### src/ldc_pkg.sv
// Constants shared by the lamp drive control block.
// Assumes a 10 MHz core clock.
package ldc_pkg;
  // ==========================================================
  // Timing
  // ==========================================================
  localparam int CLK_HZ = 10000000;
  localparam int DELAY_MS = 100;
  localparam int DELAY_CYC = (CLK_HZ / 1000) * DELAY_MS;
  localparam int CNT_W = 24;
  // ==========================================================
  // Lamp choice codes and PWM width
  // ==========================================================
  localparam logic [1:0] LAMP_NONE = 2'h0;
  localparam logic [1:0] LAMP_RED = 2'h1;
  localparam logic [1:0] LAMP_GREEN = 2'h2;
  localparam logic [1:0] LAMP_BLUE = 2'h3;
  localparam int PWM_W = 8;
endpackage

### src/ldc_pwm_if.sv
// Interface carrying duty values and forced-high control to the PWM unit.
// Assumes both ends share core_clk.
`timescale 1ns/1ns
interface ldc_pwm_if;
  import ldc_pkg::*;
  logic [PWM_W-1:0] duty_r;
  logic [PWM_W-1:0] duty_g;
  logic [PWM_W-1:0] duty_b;
  logic force_high;
  logic [2:0] pwm;
  modport ctl (output duty_r, output duty_g, output duty_b,
               output force_high, input pwm);
  modport gen (input duty_r, input duty_g, input duty_b,
               input force_high, output pwm);
endinterface

### src/ldc_pwm_gen.sv
// Three-channel current PWM generator.
// Assumes duty values are stable on core_clk.
`timescale 1ns/1ns
module ldc_pwm_gen
  import ldc_pkg::*;
(
  input wire logic core_clk,
  input wire logic nrst,
  ldc_pwm_if.gen pif
);
  typedef struct packed {
    logic [PWM_W-1:0] cnt;
    logic [2:0] pwm;
  } ldc_pg_type;
  ldc_pg_type st_ff;
  ldc_pg_type nxt_st;
  logic [2:0] hit;
  // ==========================================================
  // Compare
  // ==========================================================
  assign hit[0] = st_ff.cnt < pif.duty_r;
  assign hit[1] = st_ff.cnt < pif.duty_g;
  assign hit[2] = st_ff.cnt < pif.duty_b;
  always_comb
  begin
    nxt_st = st_ff;
    nxt_st.cnt = st_ff.cnt + 1'b1;
    // Forced high stops current modulation outright
    nxt_st.pwm = pif.force_high ? 3'h7 : hit;
  end
  always_ff @(posedge core_clk or negedge nrst)
  begin
    if (!nrst)
      st_ff <= '{cnt: '0, pwm: 3'h7};
    else
      st_ff <= nxt_st;
  end
  assign pif.pwm = st_ff.pwm;
endmodule

### src/ldc_top.sv
// Lamp drive control: master-on delay, lamp choice, gates and PWM.
// Assumes asynchronous pin inputs and a 10 MHz core clock.
`timescale 1ns/1ns
module ldc_top
  import ldc_pkg::*;
#(
  parameter int DELAY_CYCLES = DELAY_CYC
)
(
  input wire logic core_clk,
  input wire logic nrst,
  input wire logic lamp_permit_in,
  input wire logic park_n,
  input wire logic seq_running,
  input wire logic [1:0] seq_colour,
  input wire logic cfg_loaded,
  input wire logic sw_gate_write,
  input wire logic [2:0] sw_gate_en,
  input wire logic sw_lamp_ctrl_en,
  input wire logic [PWM_W-1:0] duty_red,
  input wire logic [PWM_W-1:0] duty_green,
  input wire logic [PWM_W-1:0] duty_blue,
  output logic red_current_pwm,
  output logic green_current_pwm,
  output logic blue_current_pwm,
  output logic lamp_choice_bit0,
  output logic lamp_choice_bit1,
  output logic lamp_driver_master_on,
  output logic [2:0] gate_out,
  output logic [2:0] gate_oe
);
  // Counter must be able to hold the whole delay
  if (DELAY_CYCLES < 1 || DELAY_CYCLES >= (1 << CNT_W))
  begin : g_bad_delay
    $error("DELAY_CYCLES out of range");
  end
  typedef struct packed {
    logic [1:0] perm_sync;
    logic [1:0] park_sync;
    logic [CNT_W-1:0] cnt;
    logic ready;
    logic master;
    logic [1:0] choice;
    logic gate_valid;
    logic [2:0] gate;
    logic [2:0] oe;
  } ldc_top_type;
  ldc_top_type st_ff;
  ldc_top_type nxt_st;
  ldc_pwm_if pif();
  logic perm;
  logic park_ok;
  assign perm = st_ff.perm_sync[1];
  assign park_ok = st_ff.park_sync[1];
  // ==========================================================
  // Next state
  // ==========================================================
  always_comb
  begin
    nxt_st = st_ff;
    // Pins cross in through two stages
    nxt_st.perm_sync = {st_ff.perm_sync[0], lamp_permit_in};
    nxt_st.park_sync = {st_ff.park_sync[0], park_n};
    if (!perm)
    begin
      nxt_st.cnt = '0;
      nxt_st.ready = 1'b0;
    end
    else if (!st_ff.ready)
    begin
      if (st_ff.cnt == CNT_W'(DELAY_CYCLES - 1))
        nxt_st.ready = 1'b1;
      else
        nxt_st.cnt = st_ff.cnt + 1'b1;
    end
    // Drop uses next ready so permit low clears in the same edge
    nxt_st.master = nxt_st.ready && park_ok;
    nxt_st.choice = (nxt_st.ready && seq_running) ? seq_colour
                                                 : LAMP_NONE;
    // Outputs but idle until software writes the enables while cfg_loaded is high
    if (cfg_loaded)
      nxt_st.oe = 3'h7;
    if (cfg_loaded && sw_gate_write)
      nxt_st.gate_valid = 1'b1;
    if (sw_gate_write)
      nxt_st.gate = sw_gate_en;
    if (!nxt_st.gate_valid)
      nxt_st.gate = 3'h0;
  end
  always_ff @(posedge core_clk or negedge nrst)
  begin
    if (!nrst)
      st_ff <= '0;
    else
      st_ff <= nxt_st;
  end
  // ==========================================================
  // PWM
  // ==========================================================
  assign pif.duty_r = duty_red;
  assign pif.duty_g = duty_green;
  assign pif.duty_b = duty_blue;
  assign pif.force_high = !st_ff.master || !sw_lamp_ctrl_en
                          || !seq_running;
  ldc_pwm_gen u_pwm (
    .core_clk(core_clk),
    .nrst(nrst),
    .pif(pif.gen)
  );
  assign red_current_pwm = pif.pwm[0];
  assign green_current_pwm = pif.pwm[1];
  assign blue_current_pwm = pif.pwm[2];
  assign lamp_choice_bit0 = st_ff.choice[0];
  assign lamp_choice_bit1 = st_ff.choice[1];
  assign lamp_driver_master_on = st_ff.master;
  assign gate_out = st_ff.gate;
  assign gate_oe = st_ff.oe;
endmodule

### config.mk
export PLATFORM = sky130hd
export DESIGN_NAME = ldc_top
export DESIGN_NICKNAME = d
export VERILOG_FILES = /design/src/ldc_pkg.sv /design/src/ldc_pwm_if.sv /design/src/ldc_pwm_gen.sv /design/src/ldc_top.sv
export SDC_FILE = /design/constraint.sdc
export NUM_CORES = 1
export LEC_CHECK = 0
export ABC_CLOCK_PERIOD_IN_PS = 2400
export BUFFER_PORTS_ARGS = -buffer_cell sky130_fd_sc_hd__clkbuf_2
export CAP_MARGIN = 10
export CELL_PAD_IN_SITES_DETAIL_PLACEMENT = 1
export CELL_PAD_IN_SITES_GLOBAL_PLACEMENT = 1
export CORE_AREA = 3 3 88 90
export DETAILED_ROUTE_END_ITERATION = 16
export DIE_AREA = 0 0 91 93
export PLACE_DENSITY_LB_ADDON = 0.12
export SKIP_CTS_REPAIR_TIMING = 1
export SLEW_MARGIN = 10
export SYNTH_ARGS = -nofsm -noshare
export SYNTH_HDL_FRONTEND = slang
export SYNTH_SLANG_ARGS = --single-unit
### constraint.sdc
create_clock -name core_clk -period 2.4 [get_ports core_clk]
set_clock_uncertainty 0.05 [all_clocks]
set_input_delay 0.48 -clock core_clk [delete_from_list [all_inputs] [get_ports core_clk]]
set_output_delay 0.48 -clock core_clk [all_outputs]
set_load 0.005 [all_outputs]
Word level (Yosys, flattened, before mapping). Index checks and enable logic that the tools add are counted.

Register bits: 48. Bits in latches: 0. Bits in writable memories: 0. ROM bits: 0. Input port bits: 37. Output and inout port bits: 12. Logic and storage cells: 38. Memories: 0.

Add/subtract/negate cells: 2. Multipliers: 0. Divide/modulo/power cells: 0. Magnitude comparators: 3. Eq/ne operators: 4. Shift operators: 0. Mux-type cells: 9. Bitwise logic cells: 0. Reduce and logical (&&, ||, !) cells: 9.

Operator list (number): 25-bit 2-to-1 mux (2); 24-bit by 1-bit adder with 24-bit output (second input constant) (1); 24-bit by 20-bit == test with 1-bit output (second input constant) (1); 8-bit less-than comparator (3); 24-bit 2-to-1 mux (1); 3-bit 2-to-1 mux (3); 8-bit by 1-bit adder with 8-bit output (second input constant) (1); 2-bit != test (second input constant) (3); 1-bit logical AND (3); 1-bit zero test (3); 1-bit logical OR (2); 1-bit 2-to-1 mux (2); 2-bit 2-to-1 mux (1); 2-bit AND reduction (1).

Logic depth before layout (Yosys ltp).
Depth in word-level cells: 6. Gate-level depth with buffers: 7. Mapped depth without buffers: 7.

By module. Synthesis repeated with hierarchy kept, for this count alone.

Cell total of the unflattened synthesis: 274. Area total of the unflattened synthesis: 2767.7 µm².

Modules (own cells, without submodules): ldc_top (instances 1, cells an instance 171, area each 1831.8 µm², sequential area each 925.9 µm²); ldc_pwm_gen (instances 1, cells an instance 103, area each 935.9 µm², sequential area each 279.0 µm²).

Worst setup path after synthesis. Ideal clock, no wire load.

Path type: register -> register. Start: reg st_ff[27] in the netlist's numbering. End: reg st_ff[33] in the netlist's numbering. Setup time: 84 ps. Arrival time: 1522 ps. Required time: 2266 ps. Setup slack: 744 ps. Cell stages (with the launch flop): 7. Path buffers: 1. Clock period less this slack: 1656 ps. Cell sequence: dfrtp_1 > and4_1 > nand3_1 > o21ai_2 > buf_6 > or3_1 > a21boi_0.

Longest elaborated chain between the ends: 4. Elaborated cells on any way between the ends: 7. Classes of those cells: add/sub: 1; eq/ne: 2; mux: 3; reduce/logical: 1.

Ends and longest elaborated chain: start, declared (line ldc_top.sv:48) `ldc_top_type st_ff;`; start signal, assigned (line ldc_top.sv:95) `st_ff <= nxt_st;`; 24-bit by 1-bit adder with 24-bit output (line ldc_top.sv:74) `nxt_st.cnt = st_ff.cnt + 1'b1;`; 24-bit 2-to-1 mux (line ldc_top.sv:71) `if (st_ff.cnt == CNT_W'(DELAY_CYCLES - 1))`; 25-bit 2-to-1 mux (line ldc_top.sv:69) `else if (!st_ff.ready)`; 25-bit 2-to-1 mux (line ldc_top.sv:64) `if (!perm)`.

Parallel ways exist; a longest one is shown, timed or not. The select of a mux whose other input is x is not followed. A chain may end at the register's enable or synchronous reset.

Worst setup path in the final report.
Start: reg st_ff[11] in the netlist's numbering. End: reg st_ff[23] in the netlist's numbering.

Same word-level chain as after synthesis.

==> impl_summary.log <==
INFO  metric first_global_vias = 2216
INFO  metric totalNegativeSetupSlack = 0 ns
INFO  metric p_per_area = 484 mW/mm²
INFO  metric fmaxAchievable = 501 MHz
INFO  metric ys_types = 46
INFO  metric detail-route-antenna-nets = 0
INFO  metric fin_hold_ws = 0.0448 ns
INFO  metric yosysWarningCount = 0
INFO  metric synth_area_per_cell = 10.3 µm²
INFO  metric max-slew-margin-rel = 68.0%
INFO  metric cts_htree_levels = 2
INFO  metric tightest_slew = 0.481 ns
INFO  metric wirelength = 6070 µm
INFO  metric status = finished, final reports clean
INFO  metric grt_first_pass_wirelength = 10500 µm
INFO  metric net-switching-power = 353 µW
INFO  metric antenna_found_initial = 0
INFO  metric drt-pass1-iter-count = 4
INFO  metric clock-root-buffer = clkbuf_8
INFO  metric cp-start-kind = flip-flop
INFO  metric floorplan.initialDensity = 38.7%
INFO  metric grt_util_met2 = 27.5%
INFO  metric muxShareOfSynthArea = 0%
INFO  metric grtUsageMet1 = 18.9%
INFO  metric yosysSeqAreaShare = 43.6%
INFO  metric finalMaxSlewViolations = 0
INFO  metric mostFrequentLayoutCells = clkbuf_2 (48), dfrtp_1 (45), inv_1 (23), ha_1 (23)
INFO  metric layout-drive-gt1-share = 23.5%
INFO  metric totalPowerFinal = 1540 µW
INFO  metric critical_path_data_required_time = 2.57 ns
INFO  metric row_count = 31
INFO  metric cell_area_after_technology_mapping = 0.00276 mm²
INFO  metric die_w = 91 µm
INFO  metric timing.hold.worst.class = in -> async
INFO  metric ir_drop = 0.268 mV
INFO  metric critical_path.cell_chain = ha_1 > nand2_1 > nor2_1 > o21ai_2 > or4bb_1 > o21ai_1
INFO  metric layout.cells.most_common = clkbuf_2
INFO  metric slowest_stage = or4bb_1
INFO  metric io-pin-count = 49
INFO  metric worstSetupPathType = reg -> reg
INFO  metric buffer_ports.inserted = 48
INFO  metric power_frac_seq = 53.9%
INFO  metric routabilityCongestion = 0.748
INFO  metric hold_violation_total_from_the_final_report = 0
INFO  metric areaGrowthSynthToFinish = 15.3%
INFO  metric critical_path_peak_fanout = 12
INFO  metric tritoncts = yes
INFO  metric routed_via_density = 5.07
INFO  metric slowest_delay = 0.54 ns
INFO  metric layout.core_utilization = 44.6%
INFO  metric grt_setup_unrepaired = false
INFO  metric total_buffers_and_inverters_traversed_by_the_critical_path = 0
INFO  metric drt-initial-drc-count = 39
INFO  metric min_period = 2.00 ns
INFO  metric clk_pin_slew = 0.10 ns
INFO  metric multi_input_comb_area = 0.00139 mm²
INFO  metric p_int = 1190 µW
INFO  metric cts_inserted_buffers = 5
INFO  metric final.fill_count = 856
INFO  metric path_depth_of_the_worst_reg2reg_path = 6
INFO  metric max_cap_violations = 0
INFO  metric synth_top_family_by_area = simple AND/OR/NAND/NOR gates
INFO  metric yosys.area_share.adder = 10.4%
INFO  metric syn-num-nets = 327
INFO  metric share_comb_of_total_power = 7.6%
INFO  metric num_vias = 2100
INFO  metric arr_time_crit_path = 2.17 ns
INFO  metric worst-path-stages = 6
INFO  metric design.core.area = 0.00714 mm²
INFO  metric synth_seq_cells = 48
INFO  metric gr-total-overflow = 0
INFO  metric avgRoutedWirePerCell = 14.7 µm
INFO  metric drc = 0
INFO  metric gr-usage-all-layers = 15.3%
INFO  metric clock_sinks = 48
INFO  metric global_route.usage.met3 = 3.06%
INFO  metric critPathCaptureType = flip-flop
INFO  metric layout_worst_path_cycle_share = 83.2%
INFO  metric finalSetupViolCount = 0
INFO  metric floorplan.die.height = 93 µm
INFO  metric maximum_number_of_pins_on_one_net_before_global_route_repair = 21
INFO  metric synth_simple_gate_area_share = 22.0%
INFO  metric synthesis.instances = 267
INFO  metric clock_tree.buffer_depth = 2
INFO  metric grt.busiest_layer = met2
INFO  metric share_clk_of_total_power = 38.5%
INFO  metric synth_xor_xnor_area_share = 5.39%
INFO  metric total_leakage_power = 0.00160 µW
INFO  metric power_switching_share = 22.9%
INFO  metric insertedDiodeCount = 0
INFO  metric cp_top_family = simple AND/OR/NAND/NOR gates
INFO  metric reg_area = 0.00120 mm²
INFO  metric num-nets-final = 374
INFO  metric floorplan.die_area = 0.00846 mm²
INFO  metric clk_latency = 0.30 ns
INFO  metric hpwl_reported_at_the_end_of_detailed_placement = 4720 µm
INFO  metric synth_compound_gate_area_share = 12.6%
-- state kept, by name (all words and copies together) (netlist names) --
signal,flops
park_ok,1
u_pwm.st_ff,8
u_pwm.pif.pwm,3
lamp_choice_bit1,1
gate_oe,1
st_ff,26
lamp_driver_master_on,1
lamp_choice_bit0,1
gate_out,3
perm,1
nxt_st,2
-- path summary, 6_finish.rpt --
kind	from	end	slack [ns]
min in group core_clk	lamp_permit_in	nxt_st[38]	0.23
min	nrst	st_ff[29]	0.04
max reg2reg	st_ff[11]	st_ff[23]	0.40
min reg2reg	nxt_st[38]	perm	0.31
max	st_ff[11]	st_ff[23]	0.40
max in group asynchronous	nrst	u_pwm.pif.pwm[0]	1.59
-- worst reg2reg max path, delay by kind of cell, from the launching register on --
| family | cells | cell delay, ns |
|---|---|---|
| AO/OA/AOI/OAI | 2 | 0.34 |
| adder cells (fa/ha/maj) | 1 | 0.17 |
| flip-flops | 1 | 0.39 |
| AND/OR/NAND/NOR | 3 | 0.97 |
-- synth_stat cells (all sizes together) --
cell | count | share of area, %
nand2 | 15 | 2.0
nand3 | 14 | 2.7
a21oi | 3 | 0.54
clkbuf | 3 | 0.41
xnor2 | 15 | 4.8
o21bai | 1 | 0.41
and4b | 1 | 0.36
nor4b | 2 | 0.86
or2 | 2 | 0.45
o211ai | 1 | 0.27
a21boi | 9 | 2.4
and2 | 12 | 2.7
dfstp | 3 | 2.9
or3 | 9 | 2.0
nand2b | 3 | 0.68
and3 | 8 | 1.9
a32o | 3 | 1.1
dfrtp | 45 | 41
and4 | 3 | 0.95
a21o | 10 | 2.7
o31ai | 3 | 0.82
xor2 | 2 | 0.63
nor2 | 7 | 0.95
nor2b | 4 | 0.91
buf | 7 | 2.0
ha | 23 | 10
o21ai | 15 | 3.0
nor4 | 2 | 1.0
or4bb | 2 | 0.82
nor3 | 2 | 0.77
a211oi | 3 | 0.82
inv | 23 | 3.1
nand4b | 1 | 0.54
o21a | 2 | 0.54
dlygate4sd1 | 1 | 0.32
nand4 | 8 | 2.4
-- metal layers --
metal,vias up,wire length (µm),part of all wire (%)
met5,-,0,0
met4,0,31,0.51
met3,2,200,3.3
met2,31,3040,50
met1,1038,2790,46
li1,1029,-,-
-- power groups by stage --
stage / Combinational [µW] / Clock (µW) / Sequential (µW)
after floorplan: 61.4 / 0 / 842
after global routing: 137 / 647 / 833
final: 117 / 593 / 831
after detailed placement: 121 / 0 / 847
after global placement: 117 / 0 / 847
after CTS: 122 / 614 / 831
-- stage by stage --
stage | instances | setup slack (ns) | cell area, µm²
6_report | 414 | 0.402 | 3180
5_1_grt | 414 | 0.171 | 3180
4_1_cts | 414 | 0.380 | 3180
3_5_place_dp | 406 | 0.419 | 3070
3_3_place_gp | 406 | 0.427 | 3070
2_1_floorplan | 267 | 0.744 | 2760
-- cell families (layout without fill, tap and decap cells) --
logic type	after synthesis	after routing
adder cells (fa/ha/maj)	23	23
XOR/XNOR	17	17
flip-flops	48	48
AO/OA/AOI/OAI	50	50
AND/OR/NAND/NOR	95	95
buffers and inverters	34	82
-- layout make-up --
cell class / count / share of cell area, %
clock buffers: 5 / 2.16
clock inverters: 3 / 1.34
inverters: 23 / 2.71
multi-input cells: 185 / 43.8
flip-flops and latches: 48 / 37.9
well taps: 99 / 3.89
repair buffers: 51 / 8.25
No activity file was read; power rests on OpenSTA's default activity.
